### src/pkg/prr_pkg.sv
// Constants, field layouts and carrier types for the ring-resiliency register bank
// Notes on behaviour
// - Bit 10 flags memory integrity event, clears on read
// - Bits 9..5 flag security engine events, clear on read
// - Bit 4 flags switchover complete, clears on read
// - Bits 3..0 flag energy-efficient Ethernet events, clear on read
// - Mask bit at same position enables interrupt source
// - Control bits 15,14,12 sticky read/write; 13 partner copy
// - Status field 5:4: 00 slave,10,11 master,01
// - Stable role follows autonegotiation at first link-up
// - Page register value 3 opens extended page 3
// - Page 3 redirects addresses 16..30 to page 3
// - Addresses 0..15 never depend on page
// - Page register value 0 restores main space
package prr_pkg;
    // Register indexes; byte address is four times the index
    localparam logic [4:0] IDX_MASK = 5'h1C;
    localparam logic [4:0] IDX_PEND = 5'h1D;
    localparam logic [4:0] IDX_RING = 5'h1E;
    localparam logic [4:0] IDX_PAGE = 5'h1F;
    localparam logic [4:0] IDX_PAGED_LO = 5'h10;
    // Page select values
    localparam logic [15:0] PAGE_MAIN = 16'h0000;
    localparam logic [15:0] PAGE_EXT2 = 16'h0002;
    localparam logic [15:0] PAGE_EXT3 = 16'h0003;
    // Event vector width and layout
    localparam int EVT_W = 11;
    localparam int EVT_SWITCH = 4;
    localparam logic [EVT_W-1:0] EVT_RESET = 11'h000;
    // Ring-resiliency register fields
    localparam int RB_START_EN = 15;
    localparam int RB_ADV = 14;
    localparam int RB_LP_ADV = 13;
    localparam int RB_FORCE = 12;
    localparam int RB_ST_HI = 5;
    localparam int RB_ST_LO = 4;
    localparam int RB_GO = 0;
    // Ring-resiliency role codes
    localparam logic [1:0] RR_SLAVE = 2'h0;
    localparam logic [1:0] RR_S2M = 2'h2;
    localparam logic [1:0] RR_MASTER = 2'h3;
    localparam logic [1:0] RR_M2S = 2'h1;
    // One-hot switchover states
    typedef enum logic [3:0] {
        ST_SLAVE = 4'h1,
        ST_S2M = 4'h2,
        ST_MASTER = 4'h4,
        ST_M2S = 4'h8
    } prr_rr_state_t;
    // Switchover engine state
    typedef struct packed {
        prr_rr_state_t st;
        logic link_seen;
        logic complete;
    } prr_rr_t;
    // Request forwarded to registers outside this bank
    typedef struct packed {
        logic stb;
        logic we;
        logic [4:0] adr;
        logic [15:0] page;
        logic [15:0] dat;
    } prr_fwd_t;
    // Control bits of the ring-resiliency register
    typedef struct packed {
        logic start_en;
        logic adv;
        logic force_en;
    } prr_ctl_t;
    // State of the bank, apart from the switchover sequencer state
    typedef struct packed {
        logic ack;
        logic [31:0] dat;
        logic busy;
        prr_fwd_t fwd;
        logic [15:0] page;
        logic [EVT_W-1:0] mask;
        logic [EVT_W-1:0] pend;
        prr_ctl_t ctl;
        logic go;
        logic irq;
    } prr_regs_t;
endpackage

### src/verilog/prr_switch_fsm.sv
// Ring-resiliency timing role tracker and switchover sequencer
module prr_switch_fsm
    import prr_pkg::*;
(
    input wire logic clk_i, // Core clock
    input wire logic rst_i, // Synchronous reset, high
    input wire logic ce_i, // Clock enable
    input wire logic link_up_i, // Link up level
    input wire logic an_master_i, // Autoneg chose master
    input wire logic start_i, // Start request pulse
    input wire logic done_i, // Timing recovery handover done
    output logic [1:0] role_o, // Encoded role field
    output logic busy_o, // Switchover in flight
    output logic complete_o // One-cycle completion pulse
);
    prr_rr_t s_q; // Registered state
    prr_rr_t s_d; // Next state

    // Next-state logic
    always_comb begin
        s_d = s_q;
        s_d.complete = 1'b0;
        // First link-up fixes the stable role
        if (link_up_i && !s_q.link_seen) begin
            s_d.link_seen = 1'b1;
            s_d.st = an_master_i ? ST_MASTER : ST_SLAVE;
        end else begin
            unique case (s_q.st)
                ST_SLAVE: begin
                    if (start_i) begin
                        s_d.st = ST_S2M;
                    end
                end
                ST_MASTER: begin
                    if (start_i) begin
                        s_d.st = ST_M2S;
                    end
                end
                ST_S2M: begin
                    // A second start here is ignored
                    if (done_i) begin
                        s_d.st = ST_MASTER;
                        s_d.complete = 1'b1;
                    end
                end
                ST_M2S: begin
                    if (done_i) begin
                        s_d.st = ST_SLAVE;
                        s_d.complete = 1'b1;
                    end
                end
                default: begin
                    // Illegal code recovers to slave
                    s_d.st = ST_SLAVE;
                end
            endcase
        end
    end

    // State register
    always_ff @(posedge clk_i) begin
        if (rst_i) begin
            s_q <= '{st: ST_SLAVE, link_seen: 1'b0, complete: 1'b0};
        end else if (ce_i) begin
            s_q <= s_d;
        end
    end

    // Role encoding
    always_comb begin
        unique case (s_q.st)
            ST_S2M: role_o = RR_S2M;
            ST_MASTER: role_o = RR_MASTER;
            ST_M2S: role_o = RR_M2S;
            default: role_o = RR_SLAVE;
        endcase
    end

    assign busy_o = s_q.st[1] | s_q.st[3];
    assign complete_o = s_q.complete;
endmodule

### src/verilog/prr_regs.sv
// Extended interrupt, ring-resiliency and page-select register bank on Wishbone
module prr_regs
    import prr_pkg::*;
(
    input wire logic clk_i, // Core clock, 25 MHz
    input wire logic rst_i, // Synchronous reset, high
    input wire logic ce_i, // Clock enable, freezes all
    // Wishbone classic slave
    input wire logic cyc_i, // Bus cycle
    input wire logic stb_i, // Strobe
    input wire logic we_i, // Write enable
    input wire logic [6:0] adr_i, // Byte address
    input wire logic [3:0] sel_i, // Byte selects
    input wire logic [31:0] dat_i, // Write data
    output logic [31:0] dat_o, // Read data
    output logic ack_o, // Acknowledge
    // Event sources, same clock, one-cycle pulses
    input wire logic [EVT_W-1:0] evt_i, // Interrupt events
    output logic irq_o, // Level interrupt
    // PHY core status, same clock
    input wire logic link_up_i, // Link up
    input wire logic an_master_i, // Autoneg master result
    input wire logic lp_adv_i, // Partner advertises ring mode
    input wire logic sw_done_i, // Switchover handover done
    output logic [1:0] rr_role_o, // Current role field
    output logic rr_start_en_o, // Startup enable
    output logic rr_adv_o, // Advertise ring mode
    output logic rr_force_o, // Force ring mode
    // Forwarded accesses to other register blocks
    output logic ext_stb_o, // Forwarded request
    output logic ext_we_o, // Forwarded write
    output logic [4:0] ext_adr_o, // Register number
    output logic [15:0] ext_page_o, // Page, zero below 16
    output logic [15:0] ext_dat_o, // Forwarded write data
    input wire logic ext_ack_i, // Forwarded answer
    input wire logic [15:0] ext_dat_i // Forwarded read data
);
    prr_regs_t r_q; // Registered state
    prr_regs_t r_d; // Next state
    logic [1:0] role; // Role from sequencer flops
    logic sw_busy; // Switchover in flight
    logic sw_complete; // Completion pulse
    logic [4:0] idx; // Register number
    logic req; // New bus request
    logic own; // Access hits this bank
    logic paged; // Address in paged window
    logic [15:0] wmask; // Byte-lane write mask
    logic [15:0] wdat; // Masked write data
    logic [15:0] rdat; // Own read value
    logic [EVT_W-1:0] clr; // Pending bits cleared now

    // Switchover sequencer
    prr_switch_fsm u_fsm (
        .clk_i(clk_i),
        .rst_i(rst_i),
        .ce_i(ce_i),
        .link_up_i(link_up_i),
        .an_master_i(an_master_i),
        .start_i(r_q.go),
        .done_i(sw_done_i),
        .role_o(role),
        .busy_o(sw_busy),
        .complete_o(sw_complete)
    );

    // Address decode
    always_comb begin
        idx = adr_i[6:2];
        req = cyc_i && stb_i && !r_q.ack && !r_q.busy;
        paged = (idx >= IDX_PAGED_LO) && (idx != IDX_PAGE);
        // Low registers never follow the page
        own = (idx == IDX_PAGE);
        // Mask, pending and ring registers live on extended page 2 only
        if (r_q.page == PAGE_EXT2) begin
            own = own || (idx == IDX_MASK) || (idx == IDX_PEND) || (idx == IDX_RING);
        end
        wmask = {{8{sel_i[1]}}, {8{sel_i[0]}}};
        wdat = dat_i[15:0] & wmask;
    end

    // Read multiplexer for own registers
    always_comb begin
        rdat = 16'h0000;
        unique case (idx)
            IDX_MASK: rdat[EVT_W-1:0] = r_q.mask;
            IDX_PEND: rdat[EVT_W-1:0] = r_q.pend;
            IDX_RING: begin
                rdat[RB_START_EN] = r_q.ctl.start_en;
                rdat[RB_ADV] = r_q.ctl.adv;
                rdat[RB_LP_ADV] = lp_adv_i;
                rdat[RB_FORCE] = r_q.ctl.force_en;
                rdat[RB_ST_HI:RB_ST_LO] = role;
            end
            IDX_PAGE: rdat = r_q.page;
            default: rdat = 16'h0000;
        endcase
    end

    // Next-state logic
    always_comb begin
        r_d = r_q;
        r_d.ack = 1'b0;
        r_d.go = 1'b0;
        clr = EVT_RESET;
        if (req && own) begin
            // Own registers answer one cycle after the request
            r_d.ack = 1'b1;
            r_d.dat = {16'h0000, rdat};
            if (!we_i && idx == IDX_PEND) begin
                // Reading the pending register clears what it showed
                clr = r_q.pend;
            end
            if (we_i) begin
                unique case (idx)
                    IDX_MASK: begin
                        r_d.mask = (r_q.mask & ~wmask[EVT_W-1:0])
                            | wdat[EVT_W-1:0];
                    end
                    IDX_PEND: begin
                        // Writing ones also clears pending bits
                        clr = wdat[EVT_W-1:0];
                    end
                    IDX_RING: begin
                        if (sel_i[1]) begin
                            r_d.ctl.start_en = dat_i[RB_START_EN];
                            r_d.ctl.adv = dat_i[RB_ADV];
                            r_d.ctl.force_en = dat_i[RB_FORCE];
                        end
                        // Start only from a stable role; reads back zero
                        if (sel_i[0] && dat_i[RB_GO] && !sw_busy) begin
                            r_d.go = 1'b1;
                        end
                    end
                    IDX_PAGE: begin
                        // Value 3 opens page 3, value 0 the main space
                        r_d.page = (r_q.page & ~wmask) | wdat;
                    end
                    default: begin
                        r_d.page = r_q.page;
                    end
                endcase
            end
        end else if (req) begin
            // Foreign address: hand to the owning block
            r_d.busy = 1'b1;
            r_d.fwd.stb = 1'b1;
            r_d.fwd.we = we_i;
            r_d.fwd.adr = idx;
            // Paged window carries the page, 0..15 carry main
            r_d.fwd.page = paged ? r_q.page : PAGE_MAIN;
            r_d.fwd.dat = dat_i[15:0];
        end
        if (r_q.busy && ext_ack_i) begin
            // Forwarded answer closes the bus cycle
            r_d.busy = 1'b0;
            r_d.fwd.stb = 1'b0;
            r_d.ack = 1'b1;
            r_d.dat = {16'h0000, ext_dat_i};
        end
        // New events win over a clear in the same cycle
        r_d.pend = (r_q.pend & ~clr) | evt_i;
        r_d.pend[EVT_SWITCH] = r_d.pend[EVT_SWITCH] | sw_complete;
        r_d.irq = |(r_d.pend & r_d.mask);
    end

    // State register
    always_ff @(posedge clk_i) begin
        if (rst_i) begin
            r_q <= '0;
        end else if (ce_i) begin
            r_q <= r_d;
        end
    end

    // Outputs straight from flops, except rr_role_o decoded from sequencer flops
    assign dat_o = r_q.dat;
    assign ack_o = r_q.ack;
    assign irq_o = r_q.irq;
    assign rr_role_o = role;
    assign rr_start_en_o = r_q.ctl.start_en;
    assign rr_adv_o = r_q.ctl.adv;
    assign rr_force_o = r_q.ctl.force_en;
    assign ext_stb_o = r_q.fwd.stb;
    assign ext_we_o = r_q.fwd.we;
    assign ext_adr_o = r_q.fwd.adr;
    assign ext_page_o = r_q.fwd.page;
    assign ext_dat_o = r_q.fwd.dat;
endmodule

### config.mk
export PLATFORM = sky130hd
export DESIGN_NAME = prr_regs
export DESIGN_NICKNAME = d
export VERILOG_FILES = /design/src/pkg/prr_pkg.sv /design/src/verilog/prr_switch_fsm.sv /design/src/verilog/prr_regs.sv
export SDC_FILE = /design/constraint.sdc
export NUM_CORES = 1
export LEC_CHECK = 0
export BUFFER_PORTS_ARGS = -buffer_cell sky130_fd_sc_hd__buf_2
export CORE_MARGIN = 1
export CORE_UTILIZATION = 54
export CTS_BUF_LIST = sky130_fd_sc_hd__clkbuf_8
export DETAILED_ROUTE_END_ITERATION = 6
export GPL_TIMING_DRIVEN = 0
export MAX_ROUTING_LAYER = met4
export PLACE_DENSITY = 0.8
export SKIP_CTS_REPAIR_TIMING = 1
export SLEW_MARGIN = 20
export SYNTH_ARGS = -nofsm -noshare
export SYNTH_HDL_FRONTEND = slang
export SYNTH_SLANG_ARGS = --single-unit
### constraint.sdc
create_clock -name clk_i -period 2.75 [get_ports clk_i]
set_clock_uncertainty 0.2 [all_clocks]
set_input_delay 0.275 -clock clk_i [delete_from_list [all_inputs] [get_ports clk_i]]
set_output_delay 0.275 -clock clk_i [all_outputs]
set_load 0.01 [all_outputs]
; ---- Word level (Yosys, flattened, before mapping)
; Cells that the tools add are included.
[word_totals]
register_bits = 122
input_bits = 81
output_inout_bits = 78
wordCells = 111
[op_classes]
magnitude_cmp = 1
eq_ne = 15
muxes = 33
bitwise_logic = 14
n_reduce_logical = 29
[ops]
columns = operator, n
row1 = 40-bit 2-to-1 mux, 2
row2 = 11-bit 2-to-1 mux, 7
row3 = 35-bit 2-to-1 mux, 1
row4 = 11-bit bitwise AND, 3
row5 = 33-bit 2-to-1 mux, 1
row6 = 16-bit bitwise AND, 2
row7 = 11-bit inverter, 2
row8 = 11-bit OR, 2
row9 = "5-bit == test, second input constant", 4
row10 = 4-bit 2-to-1 mux, 5
row11 = "16-bit by 2-bit == test with 1-bit output, second input constant", 1
row12 = 16-bit 2-to-1 mux, 1
row13 = 16-bit inverter, 1
row14 = 16-bit OR, 1
row15 = 4-bit one-hot mux with 4 select lines, 1
row16 = 5-bit one-hot mux with 3 select lines, 1
row17 = "3-bit by 2-bit != test with 1-bit output, second input constant", 4
row18 = 4-bit one-hot mux with 3 select lines, 1
row19 = 11-bit OR reduction, 1
row20 = 1-bit logical AND, 10
row21 = 5-bit AND reduction, 2
row22 = 1-bit 2-to-1 mux, 9
row23 = 2-bit one-hot mux with 4 select lines, 1
row24 = 4-bit one-hot mux with 2 select lines, 1
row25 = other kinds (18), 28

; ---- Logic depth before layout (Yosys ltp)
; Gate-level depths: netlist of the first run.
[logic_depth]
depth_word = 13
depth_mapped = 9
mapped_depth_nobuf = 6

; ---- Modules after synthesis
; A second synthesis of the first run with hierarchy kept.
[unflattened]
cells_unflattened = 649
area_unflattened_um2 = 5424.0
[modules_own_cells]
columns = module, n_inst, cells_per_inst, area_each_um2, seq_area_each_um2
row1 = prr_regs, 1, 605, 5048.6, 1981.9
row2 = prr_switch_fsm, 1, 44, 375.4, 120.1

; ---- Worst setup path before layout of the first run
; No wires, ideal clock.
[synth_timing]
path_kind = register to register
from = register r_q (netlist bit ack_o)
to = register r_q (netlist bit irq_o)
arrival_ns = 1.875
slack_ns = 0.531
path_stages_with_launch = 8
n_path_buf = 1
path_cell_list = dfxtp_1 and4bb_1 buf_4 nand3_1 o31a_1 o221a_2 a2111oi_0 a311oi_1
[synth_between]
elab_chain_len = 11
word_cells_on_any_way = 12
[synth_lines]
columns = element, line
row1 = "start, declared", prr_regs.sv:38  ; prr_regs_t r_q;
row2 = "start signal, assigned", prr_regs.sv:171  ; r_q <= r_d;
row3 = 1-bit zero test (*), prr_regs.sv:69  ; req = cyc_i && stb_i && !r_q.ack && !r_q.busy;
row4 = 1-bit logical AND (*) (2 in a row), prr_regs.sv:69
row5 = 1-bit logical AND (*), prr_regs.sv:105  ; if (req && own) begin
row6 = 11-bit 2-to-1 mux, prr_regs.sv:105
row7 = 11-bit inverter, prr_regs.sv:161  ; r_d.pend = (r_q.pend & ~clr) | evt_i;
row8 = 11-bit bitwise AND, prr_regs.sv:161
row9 = 11-bit OR, prr_regs.sv:161
row10 = 1-bit OR, prr_regs.sv:162  ; r_d.pend[EVT_SWITCH] = r_d.pend[EVT_SWITCH] | sw_complete;
row11 = 11-bit bitwise AND (*), prr_regs.sv:163  ; r_d.irq = |(r_d.pend & r_d.mask);
row12 = 11-bit OR reduction (*), prr_regs.sv:163
; Mark *: on every way between the ends. The rest lies on a longest branch, timed or not.
; A chain may end at the register's enable or synchronous reset.

; ---- Worst setup path in the final report of the first run
[layout_timing]
from = register r_q[41] in the netlist's numbering
to = register r_q (netlist bit irq_o)
[layout_between]
elab_chain_len = 10
word_cells_on_any_way = 11
[layout_lines]
columns = element, line
row1 = 16-bit by 2-bit == test with 1-bit output (*), prr_regs.sv:74  ; if (r_q.page == PAGE_EXT2) begin
row2 = 1-bit 2-to-1 mux (*), prr_regs.sv:74
row3 = 1-bit logical AND (*), prr_regs.sv:105
row4 = 11-bit 2-to-1 mux, prr_regs.sv:105
row5 = 11-bit inverter, prr_regs.sv:161
row6 = 11-bit bitwise AND, prr_regs.sv:161
row7 = 11-bit OR, prr_regs.sv:161
row8 = 1-bit OR, prr_regs.sv:162
row9 = 11-bit bitwise AND (*), prr_regs.sv:163
row10 = 11-bit OR reduction (*), prr_regs.sv:163
; Marks and branches as above.

==> results.json, run 1 <==
{
  "ys.flop_type": "dfxtp_1",
  "r2r_slack_ns": 0.12,
  "synthArstFlopShare_pct": 0,
  "die_y_microns": 104,
  "syn_area_sq_mm": 0.00558,
  "sequential_cell_area_sq_mm": 0.00210,
  "crit_slowest_cell": "nor4_4",
  "io_pins": 159,
  "grt_usage_pct": 33.4,
  "clockPowerShare_pct": 34.7,
  "drt-total-wl_microns": 18000,
  "worst_setup_path_start_kind": "flip-flop",
  "irDropWorstVdd_uv": 301,
  "multi_input_area_sq_mm": 0.00281,
  "htreeDepth": 3,
  "antenna_left": 0,
  "slowest_delay_ns": 0.40,
  "setup.worst_path.start": "r_q[41]",
  "dp_hpwl_microns": 13400,
  "grt_pass1_wl_microns": 26800,
  "antenna_found_initial": 0,
  "fin_nets": 910,
  "combPwrFrac_pct": 13.9,
  "grt_pass1_vias": 4990,
  "clkTransAtPathRegs_ns": 0.10,
  "power_leakage_nw": 2.98,
  "ctsRootBufferMaster": "clkbuf_8",
  "critical_path_peak_fanout": 10,
  "maxCapViolCount": 0,
  "drc": 0,
  "clock_latency_ns": 0.38,
  "final.setup.worst_slack_ns": 0.119,
  "rsz0062_at_grt": "no",
  "path_cells": "nor4_4 -> nand4_4 -> buf_6 -> o41ai_4 -> a22oi_1 -> a2111oi_2 -> a311oi_1",
  "via_count": 5426,
  "synth_cell_types": 60,
  "synth_top_area_share_pct": 37.7,
  "syn_inst": 667,
  "pwr-share-seq_pct": 51.5,
  "syn_to_final_growth_pct": 21.7,
  "violations": "hold timing",
  "synth_top_cell_by_area": "dfxtp_1",
  "worstHoldPathType": "in -> reg",
  "hold_path_depth": 4,
  "reg2reg_to": "irq_o",
  "grt_max_degree": 18,
  "relSlewSlack_pct": 50.8,
  "setup_viol_count_final": 0,
  "yosysSeqAreaShare_pct": 37.7,
  "synth_edf_count": 0,
  "cts_tree": "built",
  "numPortBuffers": 120,
  "clock_path_buffers": 2,
  "reg2reg_from": "r_q[41]",
  "timing_worst_setup_path_type": "reg -> reg",
  "finalCriticalPeriod_ns": 2.63,
  "nFillCells": 894,
  "gp_congestion": 0.930,
  "dieArea_sq_mm": 0.0107,
  "status": "finished, violations left",
  "p_int_mw": 2.24,
  "wl_per_cell_microns": 18.6,
  "coreArea_sq_mm": 0.00991,
  "floorplan.initialDensity_pct": 56.3,
  "globalRoute.totalOverflow": 0,
  "worst_setup_path_end_kind": "flip-flop",
  "p_sw_share_pct": 27.0,
  "finalCritPeriodShare_pct": 95.7,
  "synth_seq_cells": 105,
  "cp.required_ns": 2.78,
  "yosysWarnings": 0,
  "first_iter_violations": 337,
  "final_util_pct": 68.6,
  "cts_buffers": 9,
  "power_switching_uw": 829,
  "drt-vias-per-instance": 5.61,
  "row_count": 36,
  "die_width_microns": 104,
  "p_per_area_mw_per_mm2": 452,
  "syn_avg_cell_area_sq_um": 8.37,
  "r2r_cells": 7,
  "firstDrtPassIters": 5,
  "hold_violations": 5,
  "clock_sinks": 105,
  "drive_above_1_share_pct": 31.1,
  "synth.area.top_cells": "dfxtp_1 (38%), buf_4 (9.7%), mux2i_1 (6.8%), nand2_1 (6.0%), a21oi_1 (4.8%)",
  "whs_ns": -0.0163,
  "worstPathArrival_ns": 2.66,
  "endpoint": "irq_o",
  "fmax_mhz": 380,
  "finalMaxSlewViolations": 0,
  "num_antenna_cells": 0,
  "post-place-ws_ns": -0.264,
  "tightest_slew_ns": 0.738
}
-- how the worst min path moves through the flow --
stage	start	endpoint
after floorplan	adr_i[4]	ext_adr_o[2]
after detailed placement	ext_page_o[5]	ext_page_o[5]
after CTS	dat_i[11]	ext_dat_o[11]
after global routing	dat_i[7]	ext_dat_o[7]
final	ext_ack_i	r_q[82]
after global placement	ext_page_o[15]	ext_page_o[15]
-- cells by family after synthesis --
kind of cell	share of synthesized area (%)
AO/OA/AOI/OAI	19.3
XOR/XNOR	0.314
buffers and inverters	13.5
flip-flops	37.7
multiplexers	9.23
other	0.0672
AND/OR/NAND/NOR	19.9
-- registers in the layout, indices dropped and copies added, names as in the netlist, 5 cells and up --
name and count:
u_fsm.s_q 5, dat_o 16, ext_page_o 16, ext_adr_o 5, r_q 40, ext_dat_o 16
-- Yosys cell counts (all sizes together), types with 5 or more instances --
| library cell | n |
|---|---|
| a211oi | 8 |
| a21boi | 7 |
| a21o | 6 |
| a21oi | 56 |
| a22oi | 23 |
| buf | 90 |
| clkbuf | 25 |
| dfxtp | 105 |
| inv | 7 |
| mux2 | 12 |
| mux2i | 38 |
| nand2 | 91 |
| nand3 | 28 |
| nand4 | 5 |
| nor2 | 70 |
| nor3 | 8 |
| o21ai | 23 |
-- worst max-delay path, delay by kind of cell (launching register included) --
family	cells	cell delay [ns]
compound gates	4	1.03
buf+inv	1	0.23
flops	1	0.37
simple gates	2	0.64
-- per-layer routing --
layer / up-vias / GRT usage [%] / wire length, microns
met5: - / - / 0
met3: 35 / 7.30 / 1520
met4: 0 / 11.3 / 437
li1: 2588 / - / -
met2: 256 / 54.5 / 8560
met1: 2547 / 41.1 / 7480
-- power by group through the flow --
stage / logic, mW / registers, mW / clock network, mW
2_1_floorplan: 0.245 / 1.61 / 0
3_3_place_gp: 0.390 / 1.61 / 0
3_5_place_dp: 0.398 / 1.61 / 0
4_1_cts: 0.400 / 1.58 / 1.07
5_1_grt: 0.456 / 1.58 / 1.14
6_report: 0.426 / 1.58 / 1.06
-- per-stage QoR --
step	instances	area, sq um	hold slack, ns	setup TNS [ns]	total power, mW
after global routing	967	6800	0.00100	0	3.18
after global placement	935	6410	0.241	-2.52	2.00
final	967	6800	-0.0163	0	3.07
after detailed placement	935	6410	0.248	-3.56	2.01
after floorplan	682	5640	0.211	0	1.85
after CTS	951	6620	-0.0535	0	3.05
-- cell usage in the layout (no fill, tap or decap), types with 3 or more instances in the layout --
master         netlist  routed
a211oi_1             8       8
a21boi_0             7       7
a21o_1               6       6
a21oi_1             54      54
a221oi_1             3       3
a22oi_1             23      23
a2bb2oi_1            4       4
and2_1               3       3
buf_1                6       5
buf_2               10     130
buf_4               72      76
clkbuf_1            25      25
clkbuf_8             0       9
conb_1               1      16
dfxtp_1            105     105
dlygate4sd3_1        0      12
inv_1                7       8
mux2_2              12      12
mux2i_1             38      38
nand2_1             89      89
nand3_1             28      28
nand4_1              4       4
nor2_1              67      67
nor2_2               3       3
nor3_1               7       7
nor4_4               4       4
o21a_1               4       4
o21ai_0             22      22
o32ai_1              4       3
o41ai_1              3       3
or4b_2               3       3
-- area by class of cell --
type                            count  share of cell area [%]
Inverter                            7                   0.387
Clock buffer                        9                    1.82
Clock inverter                      7                    1.34
Sequential cell                   105                    30.9
Multi-Input combinational cell    455                    41.3
Tap cell                          133                    2.45
Timing Repair Buffer              136                    11.0
Buffer                            115                    10.8
Power figures use the tool's default switching activity.
==> run 2: changes to the inputs <==
--- a/config.mk
+++ b/config.mk
@@ -10,7 +10,6 @@
 export CORE_UTILIZATION = 54
 export CTS_BUF_LIST = sky130_fd_sc_hd__clkbuf_8
 export DETAILED_ROUTE_END_ITERATION = 6
-export GPL_TIMING_DRIVEN = 0
 export MAX_ROUTING_LAYER = met4
 export PLACE_DENSITY = 0.8
 export SKIP_CTS_REPAIR_TIMING = 1
==> run 2 against run 1 <==
Effect of this change:
- the flow still finishes with violations (hold timing)
- wire length down 14%
- sequential cell count unchanged
- core utilization down 5.1 points
- design area down 7.4%
- worst setup slack better by 0.041 ns
- global-route usage down 4.2 points
- critical path depth unchanged
- final cell count down 9.1%
- die area unchanged
- via count down 6.5%
==> results.json, run 2 (synthesized netlist as in run 1, its figures left out) <==
{
  "path_cells": "nor4b_4 -> nand4_4 -> buf_12 -> nor2_1 -> mux2_2 -> a2111oi_0 -> a311oi_1",
  "status": "finished, violations left",
  "p_int_mw": 2.27,
  "first_iter_violations": 350,
  "antenna_found_initial": 0,
  "regMostFlops": "r_q",
  "ctsRootBufferMaster": "clkbuf_8",
  "met3_length_microns": 881,
  "floorplan.initialDensity_pct": 56.3,
  "crit_slowest_cell": "a2111oi_0",
  "reg2reg_from": "r_q[27]",
  "clkTransAtPathRegs_ns": 0.10,
  "clockPowerShare_pct": 36.4,
  "firstDrtPassIters": 5,
  "hold_violations": 4,
  "grt_pass1_vias": 4764,
  "min_to": "ext_adr_o[3]",
  "grt_max_degree": 47,
  "layout_commonest_cell": "buf_2",
  "final_util_pct": 63.5,
  "met2WireLength_microns": 7420,
  "crit_buf_inv": 1,
  "pwr-share-seq_pct": 51.7,
  "syn_to_final_growth_pct": 12.7,
  "clock_latency_ns": 0.37,
  "violations": "hold timing",
  "r2r_slack_ns": 0.16,
  "tightest_slew_ns": 0.836,
  "slowest_delay_ns": 0.43,
  "p_per_area_mw_per_mm2": 486,
  "clock_sinks": 105,
  "die_width_microns": 104,
  "power.total_mw": 3.06,
  "finalCriticalPeriod_ns": 2.59,
  "met1Wirelength_microns": 6640,
  "worstPathArrival_ns": 2.61,
  "coreArea_sq_mm": 0.00991,
  "largest_reg_flops": 40,
  "drt-total-wl_microns": 15400,
  "hold_start": "adr_i[5]",
  "finalMaxSlewViolations": 0,
  "hold_path_depth": 3,
  "via_count": 5073,
  "numPortBuffers": 122,
  "tns_ns": 0,
  "worst_setup_path_start_kind": "flip-flop",
  "fmax_mhz": 386,
  "cp.required_ns": 2.77,
  "whs_ns": -0.0300,
  "dieArea_sq_mm": 0.0107,
  "gp_congestion": 1.01,
  "drt-vias-per-instance": 5.77,
  "power_leakage_nw": 2.63,
  "path_depth": 7,
  "grt_pass1_wl_microns": 24400,
  "reg2reg_to": "irq_o",
  "cts_buffers": 9,
  "wl_per_cell_microns": 17.6,
  "power_switching_uw": 792,
  "combPwrFrac_pct": 11.8,
  "io_pins": 159,
  "worst_setup_path_end_kind": "flip-flop",
  "relSlewSlack_pct": 44.3,
  "clock_path_buffers": 2,
  "antenna_left": 0,
  "maxCapViolCount": 0,
  "p_sw_share_pct": 25.9,
  "rsz0062_at_grt": "no",
  "finalCritPeriodShare_pct": 94.2,
  "num_antenna_cells": 0,
  "r2r_cells": 7,
  "timing_worst_setup_path_type": "reg -> reg",
  "htreeDepth": 3,
  "irDropWorstVdd_uv": 302,
  "critical_path_peak_fanout": 18,
  "cts_tree": "built",
  "row_count": 36,
  "globalRoute.totalOverflow": 0,
  "fin_nets": 822,
  "setup_viol_count_final": 0,
  "worstHoldPathType": "in -> reg",
  "dp_hpwl_microns": 11300,
  "drive_above_1_share_pct": 27.1,
  "final_cell_mix": "buf_2 (122), dfxtp_1 (105), nand2_1 (89), nor2_1 (67), a21oi_1 (54)",
  "cp_top_family": "simple AND/OR/NAND/NOR gates",
  "top_layer": "met4",
  "drc": 0,
  "die_y_microns": 104,
  "grt_usage_pct": 29.2
}
run 2: worst max-delay path by stage:
stage / start / to / slack, ns
global placement: r_q[27] / irq_o / 0.12
global route: r_q[82] / irq_o / 0.05
detailed placement: r_q[27] / irq_o / 0.10
finish: r_q[27] / irq_o / 0.16
CTS: r_q[27] / irq_o / 0.09
floorplan: ack_o / irq_o / 0.53
run 2: through the flow:
stage	cells	area (sq um)	setup WS (ns)	hold slack, ns
6_report	879	6290	0.159	-0.0300
5_1_grt	879	6290	0.0473	-0.00207
3_5_place_dp	853	5940	0.101	0.244
3_3_place_gp	853	5940	0.118	0.239
4_1_cts	869	6180	0.0928	-0.0527
2_1_floorplan	682	5640	0.531	0.211
run 2: power by group through the flow:
| stage | sequential, mW | combinational (mW) | clock, mW |
|---|---|---|---|
| 2_1_floorplan | 1.61 | 0.245 | 0 |
| 3_3_place_gp | 1.61 | 0.338 | 0 |
| 3_5_place_dp | 1.62 | 0.345 | 0 |
| 4_1_cts | 1.58 | 0.346 | 1.12 |
| 5_1_grt | 1.59 | 0.393 | 1.19 |
| 6_report | 1.58 | 0.362 | 1.11 |
run 2: cell type report:
cell class / instances / area [sq um]
repair buffers: 163 / 978
inverters: 7 / 26.3
well taps: 133 / 166
clock inverters: 5 / 85.1
fillers: 885 / 3620
multi-input cells: 455 / 2780
flip-flops and latches: 105 / 2100
clock buffers: 11 / 151
run 2: routing by layer:
| layer | up-vias | GRT usage (%) |
|---|---|---|
| li1 | 2406 | - |
| met1 | 2426 | 37.0 |
| met2 | 197 | 47.4 |
| met3 | 44 | 3.71 |
| met4 | 0 | 11.8 |
| met5 | - | - |
run 2: worst register-to-register path, cell delays in order, from the launching register on:
cell and delay [ns]:
dfxtp_1 0.38, nor4b_4 0.39, nand4_4 0.17, buf_12 0.20, nor2_1 0.18, mux2_2 0.35
a2111oi_0 0.43, a311oi_1 0.15
